==> src/hdl/shcs_pkg.sv <==
// shcs_pkg: constants for the command slot engine of one sata port
// assumes: a 100 mhz sys_clk, word-wide register port
package shcs_pkg;
	localparam int NUM_SLOTS = 32;
	localparam int SLOT_W    = 5;
	localparam int ADDR_W    = 8;
	localparam int DATA_W    = 32;

	// ========================================
	// register offsets
	localparam logic [ADDR_W-1:0] OFF_CMD       = 8'h00;
	localparam logic [ADDR_W-1:0] OFF_ISSUE     = 8'h04;
	localparam logic [ADDR_W-1:0] OFF_QACT      = 8'h08;
	localparam logic [ADDR_W-1:0] OFF_ERRSTAT   = 8'h0c;
	localparam logic [ADDR_W-1:0] OFF_LISTBASE  = 8'h10;
	localparam logic [ADDR_W-1:0] OFF_LISTBASEU = 8'h14;
	localparam logic [ADDR_W-1:0] OFF_STATUS    = 8'h18;
	localparam logic [ADDR_W-1:0] OFF_CAP       = 8'h1c;

	// ========================================
	// field positions
	localparam int CMD_RUN_BIT    = 0;
	localparam int CMD_QUEUED_BIT = 1;
	localparam int CMD_PMP_LSB    = 8;
	localparam int PMP_W          = 4;
	localparam int ST_BUSY_BIT    = 0;
	localparam int ST_DRQ_BIT     = 1;
	localparam int ST_ERR_BIT     = 2;
	localparam int ST_ENGINE_BIT  = 3;
	localparam int ST_SLOT_LSB    = 8;
	localparam int CAP_SLOTS_LSB  = 8;
	localparam int CAP_64_BIT     = 31;
	localparam int CAP_NCQ_BIT    = 30;
	localparam int CAP_LIST_BIT   = 29;

	// ========================================
	// reset values and fixed capabilities
	localparam logic [DATA_W-1:0] RST_WORD   = 32'h0000_0000;
	localparam logic [PMP_W-1:0]  RST_PMP    = 4'h0;
	localparam logic [SLOT_W-1:0] CAP_NSLOTS = 5'h1f;

	// ========================================
	// timing
	localparam int CLK_MHZ       = 100;
	localparam int SETTLE_NS     = 20;
	localparam int SETTLE_CYCLES = (SETTLE_NS * CLK_MHZ + 999) / 1000;
	localparam logic [3:0] SETTLE_CNT = 4'(SETTLE_CYCLES);

	typedef enum logic [2:0] {
		ST_IDLE,
		ST_FETCH,
		ST_SEND,
		ST_WAIT,
		ST_DONE
	} shcs_state_t;
endpackage : shcs_pkg

==> src/hdl/shcs_port.sv <==
// shcs_port: command slot engine of one sata port
// assumes: register port from local logic, device status from pins,
// memory reads done by an outside bus master on request/ack.
//
// The plain strobed port and the placing of the registers are this design's own decisions.
`timescale 1ns/10ps
module shcs_port
	import shcs_pkg::*;
#(
	parameter bit HAS_LIST  = 1'b1,
	parameter bit HAS_NCQ   = 1'b1,
	parameter bit HAS_ADDR64 = 1'b1
)(
	input  wire logic              sys_clk,
	input  wire logic              resetn,
	input  wire logic              clkEn,
	input  wire logic [ADDR_W-1:0] regAddr,
	input  wire logic [DATA_W-1:0] regWdata,
	input  wire logic              regWr,
	input  wire logic              regRd,
	output logic      [DATA_W-1:0] regRdata,
	input  wire logic              devBusyPin,
	input  wire logic              devDrqPin,
	input  wire logic              devErrPin,
	output logic                   fetchReq,
	output logic      [63:0]       fetchAddr,
	input  wire logic              fetchAck,
	input  wire logic [DATA_W-1:0] fetchInfo,
	input  wire logic [63:0]       fetchTable,
	output logic                   cmdSend,
	output logic      [SLOT_W-1:0] cmdSlot,
	output logic      [63:0]       cmdTable,
	output logic      [DATA_W-1:0] cmdInfo,
	output logic      [PMP_W-1:0]  cmdPmp,
	input  wire logic              cmdSent,
	input  wire logic              setupValid,
	input  wire logic [SLOT_W-1:0] setupTag,
	output logic      [SLOT_W-1:0] xferSlot,
	output logic                   xferValid,
	input  wire logic              queuedDone,
	input  wire logic [SLOT_W-1:0] queuedDoneTag
);
	// ========================================
	// pin synchronisers
	logic devBusy;
	logic devDrq;
	logic devErr;

	shcs_sync uBusy (
		.sys_clk (sys_clk),
		.resetn  (resetn),
		.clkEn   (clkEn),
		.pinIn   (devBusyPin),
		.syncOut (devBusy)
	);
	shcs_sync uDrq (
		.sys_clk (sys_clk),
		.resetn  (resetn),
		.clkEn   (clkEn),
		.pinIn   (devDrqPin),
		.syncOut (devDrq)
	);
	shcs_sync uErr (
		.sys_clk (sys_clk),
		.resetn  (resetn),
		.clkEn   (clkEn),
		.pinIn   (devErrPin),
		.syncOut (devErr)
	);

	// ========================================
	// register state
	logic                  run_q,      run_d;
	logic                  queued_q,   queued_d;
	logic [PMP_W-1:0]      pmp_q,      pmp_d;
	logic [NUM_SLOTS-1:0]  issue_q,    issue_d;
	logic [NUM_SLOTS-1:0]  qact_q,     qact_d;
	logic [DATA_W-1:0]     base_q,     base_d;
	logic [DATA_W-1:0]     baseU_q,    baseU_d;
	logic [DATA_W-1:0]     rdata_q,    rdata_d;
	logic                  errFlag;
	logic                  errSet;
	logic                  errClr;

	// ========================================
	// engine state
	shcs_state_t           state_q,    state_d;
	logic [SLOT_W-1:0]     slot_q,     slot_d;
	logic [3:0]            settle_q,   settle_d;
	logic                  fReq_q,     fReq_d;
	logic [63:0]           fAddr_q,    fAddr_d;
	logic                  send_q,     send_d;
	logic [63:0]           table_q,    table_d;
	logic [DATA_W-1:0]     info_q,     info_d;
	logic [SLOT_W-1:0]     xSlot_q,    xSlot_d;
	logic                  xValid_q,   xValid_d;

	logic                  wrCmd;
	logic                  wrIssue;
	logic                  devIdle;
	logic [NUM_SLOTS-1:0]  slotMask;
	logic [NUM_SLOTS-1:0]  pendMask;
	logic                  pendAny;
	logic [SLOT_W-1:0]     pendIdx;

	assign wrCmd   = regWr && (regAddr == OFF_CMD);
	assign wrIssue = regWr && (regAddr == OFF_ISSUE);
	assign errClr  = regWr && (regAddr == OFF_ERRSTAT) && regWdata[0];
	assign errSet  = (state_q == ST_WAIT) && devErr;
	assign devIdle = !devBusy && !devDrq && !devErr;

	// without a list only slot 0 exists
	assign slotMask = HAS_LIST ? {NUM_SLOTS{1'b1}} : NUM_SLOTS'(1);

	shcs_w1c_bit uErrFlag (
		.sys_clk (sys_clk),
		.resetn  (resetn),
		.clkEn   (clkEn),
		.setIn   (errSet),
		.clrIn   (errClr),
		.flagOut (errFlag)
	);

	// ========================================
	// lowest pending slot not yet sent
	always_comb begin
		pendMask = issue_q & slotMask;
		pendAny  = |pendMask;
		pendIdx  = '0;
		for (int i = NUM_SLOTS - 1; i >= 0; i--) begin
			if (pendMask[i])
				pendIdx = SLOT_W'(i);
		end
	end

	// ========================================
	// register next state
	always_comb begin
		run_d    = run_q;
		queued_d = queued_q;
		pmp_d    = pmp_q;
		issue_d  = issue_q;
		qact_d   = qact_q;
		base_d   = base_q;
		baseU_d  = baseU_q;
		if (wrCmd) begin
			run_d    = regWdata[CMD_RUN_BIT];
			queued_d = HAS_NCQ && regWdata[CMD_QUEUED_BIT];
			pmp_d    = regWdata[CMD_PMP_LSB +: PMP_W];
		end
		if (regWr && (regAddr == OFF_LISTBASE))
			base_d = {regWdata[DATA_W-1:10], 10'h000};
		if (regWr && (regAddr == OFF_LISTBASEU) && HAS_ADDR64)
			baseU_d = regWdata;
		// hardware clears after send, before software sets
		if (state_q == ST_SEND && cmdSent)
			issue_d[slot_q] = 1'b0;
		if (queuedDone && queued_q)
			qact_d[queuedDoneTag] = 1'b0;
		if (wrIssue && run_q) begin
			issue_d = issue_d | (regWdata & slotMask);
			if (queued_q)
				qact_d = qact_d | (regWdata & slotMask);
		end
		if (!run_d) begin
			issue_d = '0;
			qact_d  = '0;
		end
	end

	// ========================================
	// read mux
	always_comb begin
		rdata_d = RST_WORD;
		if (regRd) begin
			unique case (regAddr)
				OFF_CMD: begin
					rdata_d[CMD_RUN_BIT]             = run_q;
					rdata_d[CMD_QUEUED_BIT]          = queued_q;
					rdata_d[CMD_PMP_LSB +: PMP_W]    = pmp_q;
				end
				OFF_ISSUE:     rdata_d = issue_q;
				OFF_QACT:      rdata_d = qact_q;
				OFF_ERRSTAT:   rdata_d[0] = errFlag;
				OFF_LISTBASE:  rdata_d = base_q;
				OFF_LISTBASEU: rdata_d = baseU_q;
				OFF_STATUS: begin
					rdata_d[ST_BUSY_BIT]             = devBusy;
					rdata_d[ST_DRQ_BIT]              = devDrq;
					rdata_d[ST_ERR_BIT]              = devErr;
					rdata_d[ST_ENGINE_BIT]           = (state_q != ST_IDLE);
					rdata_d[ST_SLOT_LSB +: SLOT_W]   = slot_q;
				end
				OFF_CAP: begin
					rdata_d[CAP_SLOTS_LSB +: SLOT_W] = HAS_LIST ? CAP_NSLOTS : '0;
					rdata_d[CAP_64_BIT]              = HAS_ADDR64;
					rdata_d[CAP_NCQ_BIT]             = HAS_NCQ;
					rdata_d[CAP_LIST_BIT]            = HAS_LIST;
				end
				default:       rdata_d = RST_WORD;
			endcase
		end
	end

	// ========================================
	// command walk
	always_comb begin
		state_d  = state_q;
		slot_d   = slot_q;
		settle_d = settle_q;
		fReq_d   = fReq_q;
		fAddr_d  = fAddr_q;
		send_d   = send_q;
		table_d  = table_q;
		info_d   = info_q;
		xSlot_d  = xSlot_q;
		xValid_d = 1'b0;
		if (setupValid && queued_q) begin
			xSlot_d  = setupTag;
			xValid_d = 1'b1;
		end
		unique case (state_q)
			ST_IDLE: begin
				if (run_q && pendAny) begin
					slot_d  = pendIdx;
					fReq_d  = 1'b1;
					fAddr_d = {HAS_ADDR64 ? baseU_q : RST_WORD, base_q}
						+ {51'h0, pendIdx, 8'h00};
					state_d = ST_FETCH;
				end
			end
			ST_FETCH: begin
				if (fetchAck) begin
					fReq_d  = 1'b0;
					info_d  = fetchInfo;
					// pointer to descriptor table with regions
					table_d = HAS_ADDR64 ? fetchTable : {32'h0, fetchTable[31:0]};
					send_d  = 1'b1;
					state_d = ST_SEND;
				end
			end
			ST_SEND: begin
				if (cmdSent) begin
					send_d   = 1'b0;
					settle_d = SETTLE_CNT;
					state_d  = queued_q ? ST_DONE : ST_WAIT;
				end
			end
			ST_WAIT: begin
				if (settle_q != 4'h0)
					settle_d = settle_q - 4'h1;
				else if (devIdle)
					state_d = ST_DONE;
			end
			ST_DONE: state_d = ST_IDLE;
			default: state_d = ST_IDLE;
		endcase
		if (!run_q) begin
			state_d = ST_IDLE;
			fReq_d  = 1'b0;
			send_d  = 1'b0;
		end
	end

	// ========================================
	// registers
	always_ff @(posedge sys_clk or negedge resetn) begin
		if (!resetn) begin
			run_q    <= 1'b0;
			queued_q <= 1'b0;
			pmp_q    <= RST_PMP;
			issue_q  <= '0;
			qact_q   <= '0;
			base_q   <= RST_WORD;
			baseU_q  <= RST_WORD;
			rdata_q  <= RST_WORD;
			state_q  <= ST_IDLE;
			slot_q   <= '0;
			settle_q <= 4'h0;
			fReq_q   <= 1'b0;
			fAddr_q  <= 64'h0;
			send_q   <= 1'b0;
			table_q  <= 64'h0;
			info_q   <= RST_WORD;
			xSlot_q  <= '0;
			xValid_q <= 1'b0;
		end else if (clkEn) begin
			run_q    <= run_d;
			queued_q <= queued_d;
			pmp_q    <= pmp_d;
			issue_q  <= issue_d;
			qact_q   <= qact_d;
			base_q   <= base_d;
			baseU_q  <= baseU_d;
			rdata_q  <= rdata_d;
			state_q  <= state_d;
			slot_q   <= slot_d;
			settle_q <= settle_d;
			fReq_q   <= fReq_d;
			fAddr_q  <= fAddr_d;
			send_q   <= send_d;
			table_q  <= table_d;
			info_q   <= info_d;
			xSlot_q  <= xSlot_d;
			xValid_q <= xValid_d;
		end
	end

	assign regRdata  = rdata_q;
	assign fetchReq  = fReq_q;
	assign fetchAddr = fAddr_q;
	assign cmdSend   = send_q;
	assign cmdSlot   = slot_q;
	assign cmdTable  = table_q;
	assign cmdInfo   = info_q;
	assign cmdPmp    = pmp_q;
	assign xferSlot  = xSlot_q;
	assign xferValid = xValid_q;
endmodule : shcs_port

==> src/hdl/shcs_sync.sv <==
// shcs_sync: two-stage synchroniser for one pin level
// assumes: input arrives from outside the sys_clk domain
`timescale 1ns/10ps
module shcs_sync
	import shcs_pkg::*;
(
	input  wire logic sys_clk,
	input  wire logic resetn,
	input  wire logic clkEn,
	input  wire logic pinIn,
	output logic      syncOut
);
	logic stage1_q;
	logic stage2_q;

	always_ff @(posedge sys_clk or negedge resetn) begin
		if (!resetn) begin
			stage1_q <= 1'b0;
			stage2_q <= 1'b0;
		end else if (clkEn) begin
			stage1_q <= pinIn;
			stage2_q <= stage1_q;
		end
	end

	assign syncOut = stage2_q;
endmodule : shcs_sync

==> src/hdl/shcs_w1c_bit.sv <==
// shcs_w1c_bit: one sticky status bit, hardware set, write-one clear
// assumes: set and clear come from logic on sys_clk
`timescale 1ns/10ps
module shcs_w1c_bit
	import shcs_pkg::*;
(
	input  wire logic sys_clk,
	input  wire logic resetn,
	input  wire logic clkEn,
	input  wire logic setIn,
	input  wire logic clrIn,
	output logic      flagOut
);
	logic flag_q;
	logic flag_d;

	// set wins over a clear in the same cycle
	always_comb begin
		flag_d = flag_q;
		if (clrIn)
			flag_d = 1'b0;
		if (setIn)
			flag_d = 1'b1;
	end

	always_ff @(posedge sys_clk or negedge resetn) begin
		if (!resetn)
			flag_q <= 1'b0;
		else if (clkEn)
			flag_q <= flag_d;
	end

	assign flagOut = flag_q;
endmodule : shcs_w1c_bit

==> config.mk <==
export PLATFORM = sky130hd
export DESIGN_NAME = shcs_port
export DESIGN_NICKNAME = d
export VERILOG_FILES = /design/src/hdl/shcs_pkg.sv /design/src/hdl/shcs_port.sv /design/src/hdl/shcs_sync.sv /design/src/hdl/shcs_w1c_bit.sv
export SDC_FILE = /design/constraint.sdc
export NUM_CORES = 1
export LEC_CHECK = 0
export BUFFER_PORTS_ARGS = -buffer_cell sky130_fd_sc_hd__buf_2
export CAP_MARGIN = 20
export CORE_UTILIZATION = 54
export CTS_CLUSTER_DIAMETER = 120
export CTS_CLUSTER_SIZE = 8
export DETAILED_ROUTE_END_ITERATION = 8
export PLACE_DENSITY = 0.8
export REMOVE_ABC_BUFFERS = 1
export SYNTH_ARGS = -nofsm -noshare
export SYNTH_HDL_FRONTEND = slang
export SYNTH_SLANG_ARGS = --single-unit
==> constraint.sdc <==
create_clock -name sys_clk -period 3.5 [get_ports sys_clk]
set_input_delay 0.35 -clock sys_clk [delete_from_list [all_inputs] [get_ports sys_clk]]
set_output_delay 0.35 -clock sys_clk [all_outputs]
set_load 0.02 [all_outputs]
==> summary.md, run 1 <==
| Metric | Value |
|---|---|
| Status | finished, final reports clean |
| Maximum vdd drop | 0.000396 V |
| Min-delay src | fetchTable[40] |
| Final wirelength | 48000 um |
| Vias in the first global route | 12803 |
| Final nets | 1920 |
| MaxCap Viol Count | 0 |
| Port Buffers | 358 |
| Setup-failing EPs final | 0 |
| Tcrit/Tclk final | 93.4% |
| Setup TNS | 0 ns |
| Iter 0 DRT Violations | 1165 |
| Post-Syn Area | 15400 um^2 |
| Hold Path End | cmdTable[40]$_DFFE_PN0P_ |
| # DRC | 0 |
| Max Slew Vio Count | 0 |
| H-tree lvl count | 2 |
| RSZ-0062 raised after global routing | false |
| Worst Path Max Fanout | 6 |
| Type of origin of the critical path | register |
| Avg Vias per Cell | 6.00 |
| DP Area | around 18000 um^2 |
| Slew headroom | 38.0% |
| Die W | 171 um |
| Root buffer cell | clkbuf_16 |
| Core Box Area | 27900 um^2 |
| Final Hold Fails | 0 |
| Primary FF master, synth | dfrtp_1 |
| Worst hold margin | 0.0269 ns |
| Worst-Skew Late Latency | 0.56 ns |
| Num rows | 61 |
| Synth Warn # | 0 |
| DRT Pass-1 Iters | 5 |
| Leakage | 9.07 nW |
| R2R setup slack | around 0.23 ns |
| Largest net degree at the start of global routing | 117 |
| First-pass GRT wire length | 72100 um |
| Layout cells sized above 1 | 36.7% |
| CP required | 3.92 ns |
| Die footprint | 29200 um^2 |
| CTS Sinks | 333 |
| Setup crit end kind | register |
| Cell depth of the worst hold path | 2 |
| Clock skew | 0.0169 ns |
| R2r startpoint | issue_q[25]$_DFFE_PN0P_ |
| Final ANT Viol Nets | 0 |
| I/O pin cnt | roughly 370 |
| R2r endpoint | fetchAddr[58]$_DFFE_PN0P_ |
| Max clock buf depth | 3 |
| Post-Syn Instances | 1380 |
| TritonCTS Buffers | between 40 and 50 |
| Antenna violations before repair | 15 |
| Design area | 19000 um^2 |
| Yosys cell types | 68 |
| Min-delay worst type | primary input to register |
| Yosys reg bits | 333 |
| Highest clock rate | just over 300 MHz |
| Synth async-reset ratio | 100% |
| Remaining global-route overflow | 0 |
| Finished Layout Cells | between 2000 and 2500 |
| Dpl hpwl | approximately 34000 um |
| Routed via count | 12903 |
| Synth Area per Inst | 11.2 um^2 |
| Power per cell area | 622 nW/um^2 |
| Pwr Total | 11.9 mW |
| Post-synth EDFFs | 0 |
| CP arrival | 3.69 ns |
| Placed Cells | around 2100 |
| Drt wl/cell | roughly 22 um |
| GP Congestion | 0.932 |
| Sequential-to-total area share from yosys stat | a little over half |
| Reg clk slew, reported paths | ~0.050 ns |
| Setup CP Type | register to register |
| Reg2Reg Depth | 14 |
| Area grow syn2layout | 23.6% |
| Minimum clock period | ~3.3 ns |
| Initial Utilization | 55.2% |
| CTS tree | done |
| Tightest Pin Transition | approximately 0.93 ns |
| GRT Util Overall | 32.3% |
| Die Ht | 171 um |
-- how the worst max path moves through the flow --
| stage | from | endpoint | slack (ns) | cells past startpoint |
|---|---|---|---|---|
| after floorplan | state_q[0]$_DFFE_PN0P_ | cmdInfo[0]$_DFFE_PN0P_ | -0.20 | 4 |
| after global placement | issue_q[28]$_DFFE_PN0P_ | fetchAddr[38]$_DFFE_PN0P_ | 0.27 | 15 |
| after detailed placement | issue_q[28]$_DFFE_PN0P_ | fetchAddr[58]$_DFFE_PN0P_ | 0.16 | 15 |
| after CTS | issue_q[28]$_DFFE_PN0P_ | fetchAddr[58]$_DFFE_PN0P_ | 0.07 | 15 |
| after global routing | issue_q[25]$_DFFE_PN0P_ | fetchAddr[60]$_DFFE_PN0P_ | 0.03 | 14 |
| final | issue_q[25]$_DFFE_PN0P_ | fetchAddr[58]$_DFFE_PN0P_ | 0.23 | 14 |
-- sequential cells by signal (all words and copies together) (netlist names), 3 cells and up --
register / count
cmdInfo: 32
regRdata: 32
cmdTable: 64
base_q: 22
cmdSlot: 5
qact_q: 32
baseU_q: 32
settle_q: 4
state_q: 3
fetchAddr: 54
cmdPmp: 4
issue_q: 32
xferSlot: 5
-- per-stage QoR --
stage / setup slack, ns / utilization (%)
CTS: 0.0658 / 67.9
floorplan: -0.201 / -
detailed placement: 0.164 / 63.4
global placement: 0.272 / 63.4
finish: 0.233 / 68.2
global route: 0.0268 / 68.2
-- metal layers --
metal	vias to the layer above	track usage (%)	share of wire, %	wire (um)
li1	5726	-	-	-
met1	6319	39.0	38	18200
met2	738	54.7	50	23800
met3	120	6.78	8.7	4160
met4	0	16.7	3.9	1860
met5	-	0	0	0
-- critical path: stages, from the launching register on --
cell	delay [ns]
dfrtp_1	0.42
or4_1	0.55
o21ai_1	0.16
a21oi_1	0.08
o21ai_0	0.15
and2_1	0.17
ha_2	0.21
fa_1	0.22
a21o_1	0.16
nor2b_1	0.17
buf_4	0.19
and3b_1	0.22
nor2b_1	0.20
xnor2_1	0.14
o21ai_0	0.09
-- timing repair --
action | CTS | global route
setup buffers | 0 | 1
setup endpoints to repair | 0 | 17
hold endpoints to repair | 107 | 0
resized for setup | 0 | 7
hold buffers | 1 | 0
-- final cells by class --
type / instances / area, um^2
inverter: 41 / 154
multi-input combinational: 922 / 6550
fill: 2090 / 8880
sequential: 333 / 8330
timing repair buffer: 412 / 2250
tap: 378 / 473
clock inverter: 3 / 55.1
clock buffer: 48 / 1200
antenna: 15 / 37.5
-- synthesized netlist by cell type (all sizes together), types with 24 or more instances --
master,number,area (um^2)
inv,41,154
nor2,35,131
buf,44,273
a32o,25,250
o22ai,26,169
xnor2,24,210
dfrtp,333,8330
clkbuf,47,176
o21ai,146,731
nand3,31,178
nand2,165,619
xor2,29,254
nor3,24,148
mux2,174,2010
-- placed cells by master (no fill, tap or decap), types with 18 or more instances in the layout --
cell type,count
and3_1,18
dfrtp_1,333
inv_1,41
o21ai_0,142
nor2_1,35
o22ai_1,25
mux2_2,150
xnor2_1,24
buf_2,357
a22o_1,21
nor3_1,21
a221oi_1,19
a21oi_1,20
nand2_1,164
a32o_1,25
nand3_1,28
clkbuf_16,48
xor2_1,29
nand4_1,19
buf_4,50
-- power by group --
group	internal [mW]	leakage (nW)	switching, mW
sequential	4.52	4.45	0.459
combinational	1.12	4.01	1.72
clock	2.41	0.617	1.62
total	8.05	9.07	3.80
-- kinds of logic (layout without fill, tap and decap cells) --
family	Yosys count	after routing	share of synthesized area (%)
AOI/OAI and AO/OA	309	309	13.1
xor gates and xnor gates	53	53	3.01
adders and majority gates	5	5	0.455
buffers and inverters	132	504	3.91
DFF	333	333	54.1
muxes	178	178	13.3
other	1	23	0.0243
and+or+nand+nor	369	369	12.1
Power figures use the tool's default switching activity.
==> run 2, diff against run 1 <==
clock period = 3.4 ns   (was 3.5 ns; I/O delays follow)
==> run 2 against run 1 <==
  * Critical path depth rose by 1
  * Combinational power rose by 4%
  * Flip-flop and latch count did not move
  * Sequential share of layout area fell by 0.11 points
  * Die area did not move
  * Register-to-register slack got worse by 0.04 ns
  * Sequential power rose by 3%
  * Clock power barely moved
  * Setup slack got worse by 0.040 ns
  * Worst hold slack improved by 0.0015 ns
  * Largest cell class unchanged
  * Highest routed layer unchanged
==> summary.md, run 2 (same netlist as run 1, synthesis figures left out) <==
| Metric | Value |
|---|---|
| MaxCap Viol Count | 0 |
| Type of origin of the critical path | register |
| Min-delay src | fetchTable[19] |
| Hold Path End | cmdTable[19]$_DFFE_PN0P_ |
| Initial Utilization | 55.2% |
| Worst Path Max Fanout | 7 |
| # DRC | 0 |
| Final wirelength | 48600 um |
| Commonest cells after routing, fill and taps aside | 357 x buf_2, 333 x dfrtp_1, 164 x nand2_1 |
| Worst-Skew Late Latency | approximately 0.54 ns |
| Tightest Pin Transition | 0.871 ns |
| Final nets | about 1900 |
| Dpl hpwl | 34000 um |
| Clock skew | 0.0143 ns |
| Num rows | 61 |
| Leakage | slightly above 9 nW |
| Area grow syn2layout | 23.9% |
| H-tree lvl count | 2 |
| Iter 0 DRT Violations | ~1100 |
| CTS Sinks | 333 |
| Minimum clock period | 3.21 ns |
| Routed via count | ~13000 |
| Vias in the first global route | 13163 |
| Setup-failing EPs final | 0 |
| Status | finished, final reports clean |
| Die W | 171 um |
| Cell depth of the worst hold path | 2 |
| GRT Util Overall | 33.2% |
| CP arrival | 3.63 ns |
| DRT Pass-1 Iters | 5 |
| Layout cells sized above 1 | 36.8% |
| Power per cell area | 634 nW/um^2 |
| Setup crit end kind | register |
| Min-delay worst type | primary input to register |
| Reg clk slew, reported paths | 0.05 ns |
| Root buffer cell | clkbuf_16 |
| Highest clock rate | 312 MHz |
| Fill count | 2100 |
| TritonCTS Buffers | 47 |
| R2R setup slack | 0.19 ns |
| CP required | 3.82 ns |
| Tcrit/Tclk final | a little over nine tenths |
| Final Hold Fails | 0 |
| Core Box Area | 27900 um^2 |
| CTS tree | done |
| Max clock buf depth | 3 |
| Setup CP Type | register to register |
| Final core utilization | about two thirds |
| Largest net degree at the start of global routing | 94 |
| Maximum vdd drop | 0.000466 V |
| Drt wl/cell | 22.5 um |
| Final ANT Viol Nets | 0 |
| Max reg flops | 64 |
| Die Ht | 171 um |
| Avg Vias per Cell | 6.03 |
| Die footprint | 29200 um^2 |
| R2r startpoint | issue_q[24]$_DFFE_PN0P_ |
| Antenna violations before repair | 16 |
| R2r endpoint | fetchAddr[26]$_DFFE_PN0P_ |
| GP Congestion | 0.944 |
| RSZ-0062 raised after global routing | false |
| Remaining global-route overflow | 0 |
| Max Slew Vio Count | 0 |
| Design area | 19100 um^2 |
| I/O pin cnt | 367 |
| First-pass GRT wire length | 73700 um |
| Port Buffers | 358 |
| Slew headroom | 41.8% |
| DP Area | 17800 um^2 |
| Commonest non-fill, non-tap cell in the layout | buf_2 |
| Reg2Reg Depth | 15 |
==> run 2: cell count changes in the layout (fill, tap and decap cells not counted), sizes merged <==
cell,previous run,this run
buf,411,413
diode,15,18
==> run 2: how the worst max path moves through the flow <==
stage                                        from                         to  slack, ns  cells past startpoint
after global routing      issue_q[25]$_DFFE_PN0P_  fetchAddr[26]$_DFFE_PN0P_       0.04                     15
after detailed placement  issue_q[22]$_DFFE_PN0P_  fetchAddr[26]$_DFFE_PN0P_       0.15                     15
final                     issue_q[24]$_DFFE_PN0P_  fetchAddr[26]$_DFFE_PN0P_       0.19                     15
after floorplan            state_q[0]$_DFFE_PN0P_     cmdInfo[0]$_DFFE_PN0P_      -0.30                      4
after CTS                 issue_q[25]$_DFFE_PN0P_  fetchAddr[62]$_DFFE_PN0P_       0.05                     14
after global placement    issue_q[31]$_DFFE_PN0P_  fetchAddr[38]$_DFFE_PN0P_       0.22                     15
==> run 2: power by group <==
part	leakage (nW)	total, mW	switching [mW]	internal (mW)
clock network	0.607	4.07	1.60	2.46
registers	4.45	5.11	0.451	4.66
logic	4.04	2.93	1.78	1.15
==> run 2: repair_timing <==
item,in CTS,in global routing
endpoints found under the hold margin,88,0
setup buffers,0,0
hold buffers,1,0
setup endpoints to repair,0,27
resized for setup,0,7
==> run 2: cell type report <==
cell class,instances,area (um^2),share of cell area (%)
well taps,378,473,2.48
clock buffers,48,1200,6.29
multi-input cells,922,6550,34.3
flip-flops and latches,333,8330,43.6
repair buffers,414,2310,12.1
diodes,18,45.0,0.236
inverters,41,154,0.806
clock inverters,3,30.0,0.157
==> run 2: stage by stage <==
stage / hold slack [ns] / TNS (ns) / total power, mW / worst slack (ns) / std cells
after floorplan: 0.0444 / -29.00 / 6.79 / -0.301 / 1296
after global placement: 0.409 / 0 / 7.94 / 0.216 / 2087
after detailed placement: 0.423 / 0 / 8.06 / 0.149 / 2087
after CTS: 0.0125 / 0 / 12.2 / 0.0537 / 2139
after global routing: 0.0195 / 0 / 12.6 / 0.0384 / 2155
final: 0.0284 / 0 / 12.1 / 0.193 / 2157
==> run 2: worst max-delay path, stage by stage (launching register included) <==
cell and delay [ns]:
dfrtp_1 0.38, or4_1 0.51, o21ai_1 0.19, a21oi_1 0.08, o21ai_0 0.15, and2_1 0.17, ha_1 0.21, fa_1 0.23
a21o_1 0.14, nor2b_1 0.15, buf_4 0.20, buf_4 0.17, nand3_1 0.13, nor2_1 0.15, xnor2_1 0.13, o21ai_0 0.09
==> run 2: per-layer routing <==
metal / track usage [%] / part of all wire (%)
met1: 38.8 / 37
met5: 0 / 0
met2: 56.0 / 50
met3: 8.33 / 9.3
met4: 18.6 / 4.6
==> run 3, diff against run 2 <==
CORE_UTILIZATION = 55   (was 54)
GPL_TIMING_DRIVEN = 0   (was default)
PLACE_DENSITY = 0.82   (was 0.8)
clock period = 4.1 ns   (was 3.4 ns; I/O delays follow)
==> run 3 against run 2 <==
  * Combinational power down 18%
  * Flip-flop and latch count unchanged
  * Core utilization up 0.82 points
  * Global-route usage down 0.32 points
  * Clock power down 17%
  * Sequential share of layout area up 0.56 points
  * Non-clock buffer count down 39
  * Design area down 1.3%
  * First-iteration DRC count up 6.7%
  * Worst hold slack better by 0.056 ns
  * Clock-buffer cell count down 1
  * Critical path type unchanged
==> summary.md, run 3 (same netlist as run 1, synthesis figures left out) <==
| Metric | Value |
|---|---|
| Commonest cells after routing, fill and taps aside | 357 x buf_2, 333 x dfrtp_1, 164 x nand2_1 |
| Routed via count | about 13000 |
| Area grow syn2layout | 22.3% |
| Core Box Area | about 27000 um^2 |
| Type of origin of the critical path | register |
| Status | finished, final reports clean |
| Dpl hpwl | ~32000 um |
| Cell at the slowest stage of the critical path | a21oi_2 |
| Root buffer cell | clkbuf_16 |
| Minimum clock period | 3.89 ns |
| Critical-path cell list | nor4_1 > nand4_1 > nor2b_1 > ha_1 > nand3_1 > a21oi_2 > and3_1 > nand4_1 > xor2_1 > o21ai_1 |
| Largest net degree at the start of global routing | 126 |
| Fill count | roughly 2000 |
| CTS tree | done |
| First-pass GRT wire length | 72400 um |
| Crit-path max cell delay | 0.64 ns |
| Power per cell area | between 500 and 600 nW/um^2 |
| CP arrival | 4.29 ns |
| Final core utilization | 69.2% |
| Initial Utilization | 56.6% |
| TritonCTS Buffers | 47 |
| Final wirelength | 46900 um |
| Die Ht | roughly 170 um |
| CTS Sinks | between 300 and 400 |
| I/O pin cnt | roughly 370 |
| Maximum vdd drop | approximately 0.00032 V |
| Antenna violations before repair | 20 |
| Setup crit end kind | register |
| Clock skew | 0.0220 ns |
| Port Buffers | about 360 |
| Max reg flops | 64 |
| H-tree lvl count | 2 |
| Finished Layout Cells | 2114 |
| Setup CP Type | register to register |
| CP required | 4.50 ns |
| # DRC | 0 |
| Die W | 169 um |
| RSZ-0062 raised after global routing | false |
| Slew headroom | 33.5% |
| Setup-failing EPs final | 0 |
| Post-CTS Setup Bufs | 0 |
| Tightest Pin Transition | 0.983 ns |
| Most used cell, CP | nand4_1 |
| MaxCap Viol Count | 0 |
| Reg clk slew, reported paths | 0.05 ns |
| Drt wl/cell | 22.2 um |
| Max clock buf depth | 3 |
| Avg Vias per Cell | 6.07 |
| Iter 0 DRT Violations | 1220 |
| Die footprint | 28700 um^2 |
| Leakage | 8.92 nW |
| Tcrit/Tclk final | between 90% and 100% |
| Min-delay worst type | primary input to register |
| Commonest non-fill, non-tap cell in the layout | buf_2 |
| GRT Util Overall | 32.9% |
| Vias in the first global route | roughly 13000 |
| DRT Pass-1 Iters | 7 |
| Highest clock rate | 257 MHz |
| Placed Cells | about 2000 |
| Max Slew Vio Count | 0 |
| Worst-Skew Late Latency | around 0.56 ns |
| GP Congestion | 0.900 |
| Layout cells sized above 1 | 35.1% |
| Final nets | roughly 1900 |
| Worst Path Max Fanout | 10 |
| Remaining global-route overflow | 0 |
| Num rows | 60 |
| Final Hold Fails | 0 |
| Final ANT Viol Nets | 0 |
run 3: cell count changes in the layout (fill, tap and decap cells not counted), moves of 3 or more:
cell     before  now
buf_4        48    3
buf_12        7    2
buf_16        0    5
buf_8         1    6
nor4_1       10   14
nor4_2        4    0
nor3b_2       3    0
run 3: stage by stage:
| step | power (mW) | worst slack (ns) | area [um^2] | setup TNS [ns] | hold WS (ns) |
|---|---|---|---|---|---|
| 3_3_place_gp | 6.53 | -3.59 | 17200 | -1361.29 | 0.459 |
| 5_1_grt | 10.4 | 0.0505 | 18900 | 0 | 0.0779 |
| 2_1_floorplan | 5.63 | 0.399 | 15000 | 0 | 0.114 |
| 4_1_cts | 10.0 | 0.324 | 18800 | 0 | 0.0718 |
| 6_report | 10.0 | 0.213 | 18900 | 0 | 0.0848 |
| 3_5_place_dp | 6.65 | 0.0691 | 17500 | 0 | 0.466 |
run 3: what timing repair did:
item / CTS / global route
setup endpoints to repair: 1 / 0
endpoints found under the hold margin: 102 / 0
hold buffers: 1 / 0
resized for setup: 1 / 0
run 3: power by group:
group / internal (mW) / total [mW] / switching, mW
clock: 2.02 / 3.39 / 1.37
combinational: 0.936 / 2.41 / 1.48
sequential: 3.86 / 4.24 / 0.374
total: 6.82 / 10.0 / 3.22
run 3: worst paths after layout:
| kind | slack [ns] | cells after the start | startpoint | end |
|---|---|---|---|---|
| min reg2reg | 0.47 | 2 | fetchAddr[24]$_DFFE_PN0P_ | fetchAddr[24]$_DFFE_PN0P_ |
| min in group asynchronous | 0.52 | 2 | resetn | queued_q$_DFFE_PN0P_ |
| min | 0.08 | 2 | fetchInfo[8] | cmdInfo[8]$_DFFE_PN0P_ |
| max reg2reg | 0.21 | 10 | issue_q[23]$_DFFE_PN0P_ | fetchAddr[39]$_DFFE_PN0P_ |
| max | 0.21 | 10 | issue_q[23]$_DFFE_PN0P_ | fetchAddr[39]$_DFFE_PN0P_ |
| max in group asynchronous | 2.48 | 3 | resetn | cmdTable[53]$_DFFE_PN0P_ |
run 3: worst max-delay path, delay by kind of cell, from the launching register on:
family | cells | cell delay (ns)
xor gates and xnor gates | 1 | 0.22
adders and majority gates | 1 | 0.36
and+or+nand+nor | 6 | 1.95
DFF | 1 | 0.44
AOI/OAI and AO/OA | 2 | 0.73
run 3: routing by layer:
layer / up-vias / global-route usage (%) / share of wire [%]
met5: - / 0 / 0.021
met4: 2 / 17.2 / 4.5
met3: 151 / 7.72 / 8.5
met2: 684 / 54.9 / 50
met1: 6333 / 39.8 / 37
li1: 5669 / - / -
run 3: area by class of cell:
cell class / instances / area (um^2) / share of cell area [%]
well taps: 372 / 465 / 2.47
inverters: 41 / 154 / 0.816
repair buffers: 375 / 2090 / 11.1
diodes: 20 / 50.0 / 0.265
clock buffers: 47 / 1180 / 6.24
clock inverters: 4 / 60.1 / 0.319
flip-flops and latches: 333 / 8330 / 44.2
multi-input cells: 922 / 6530 / 34.6
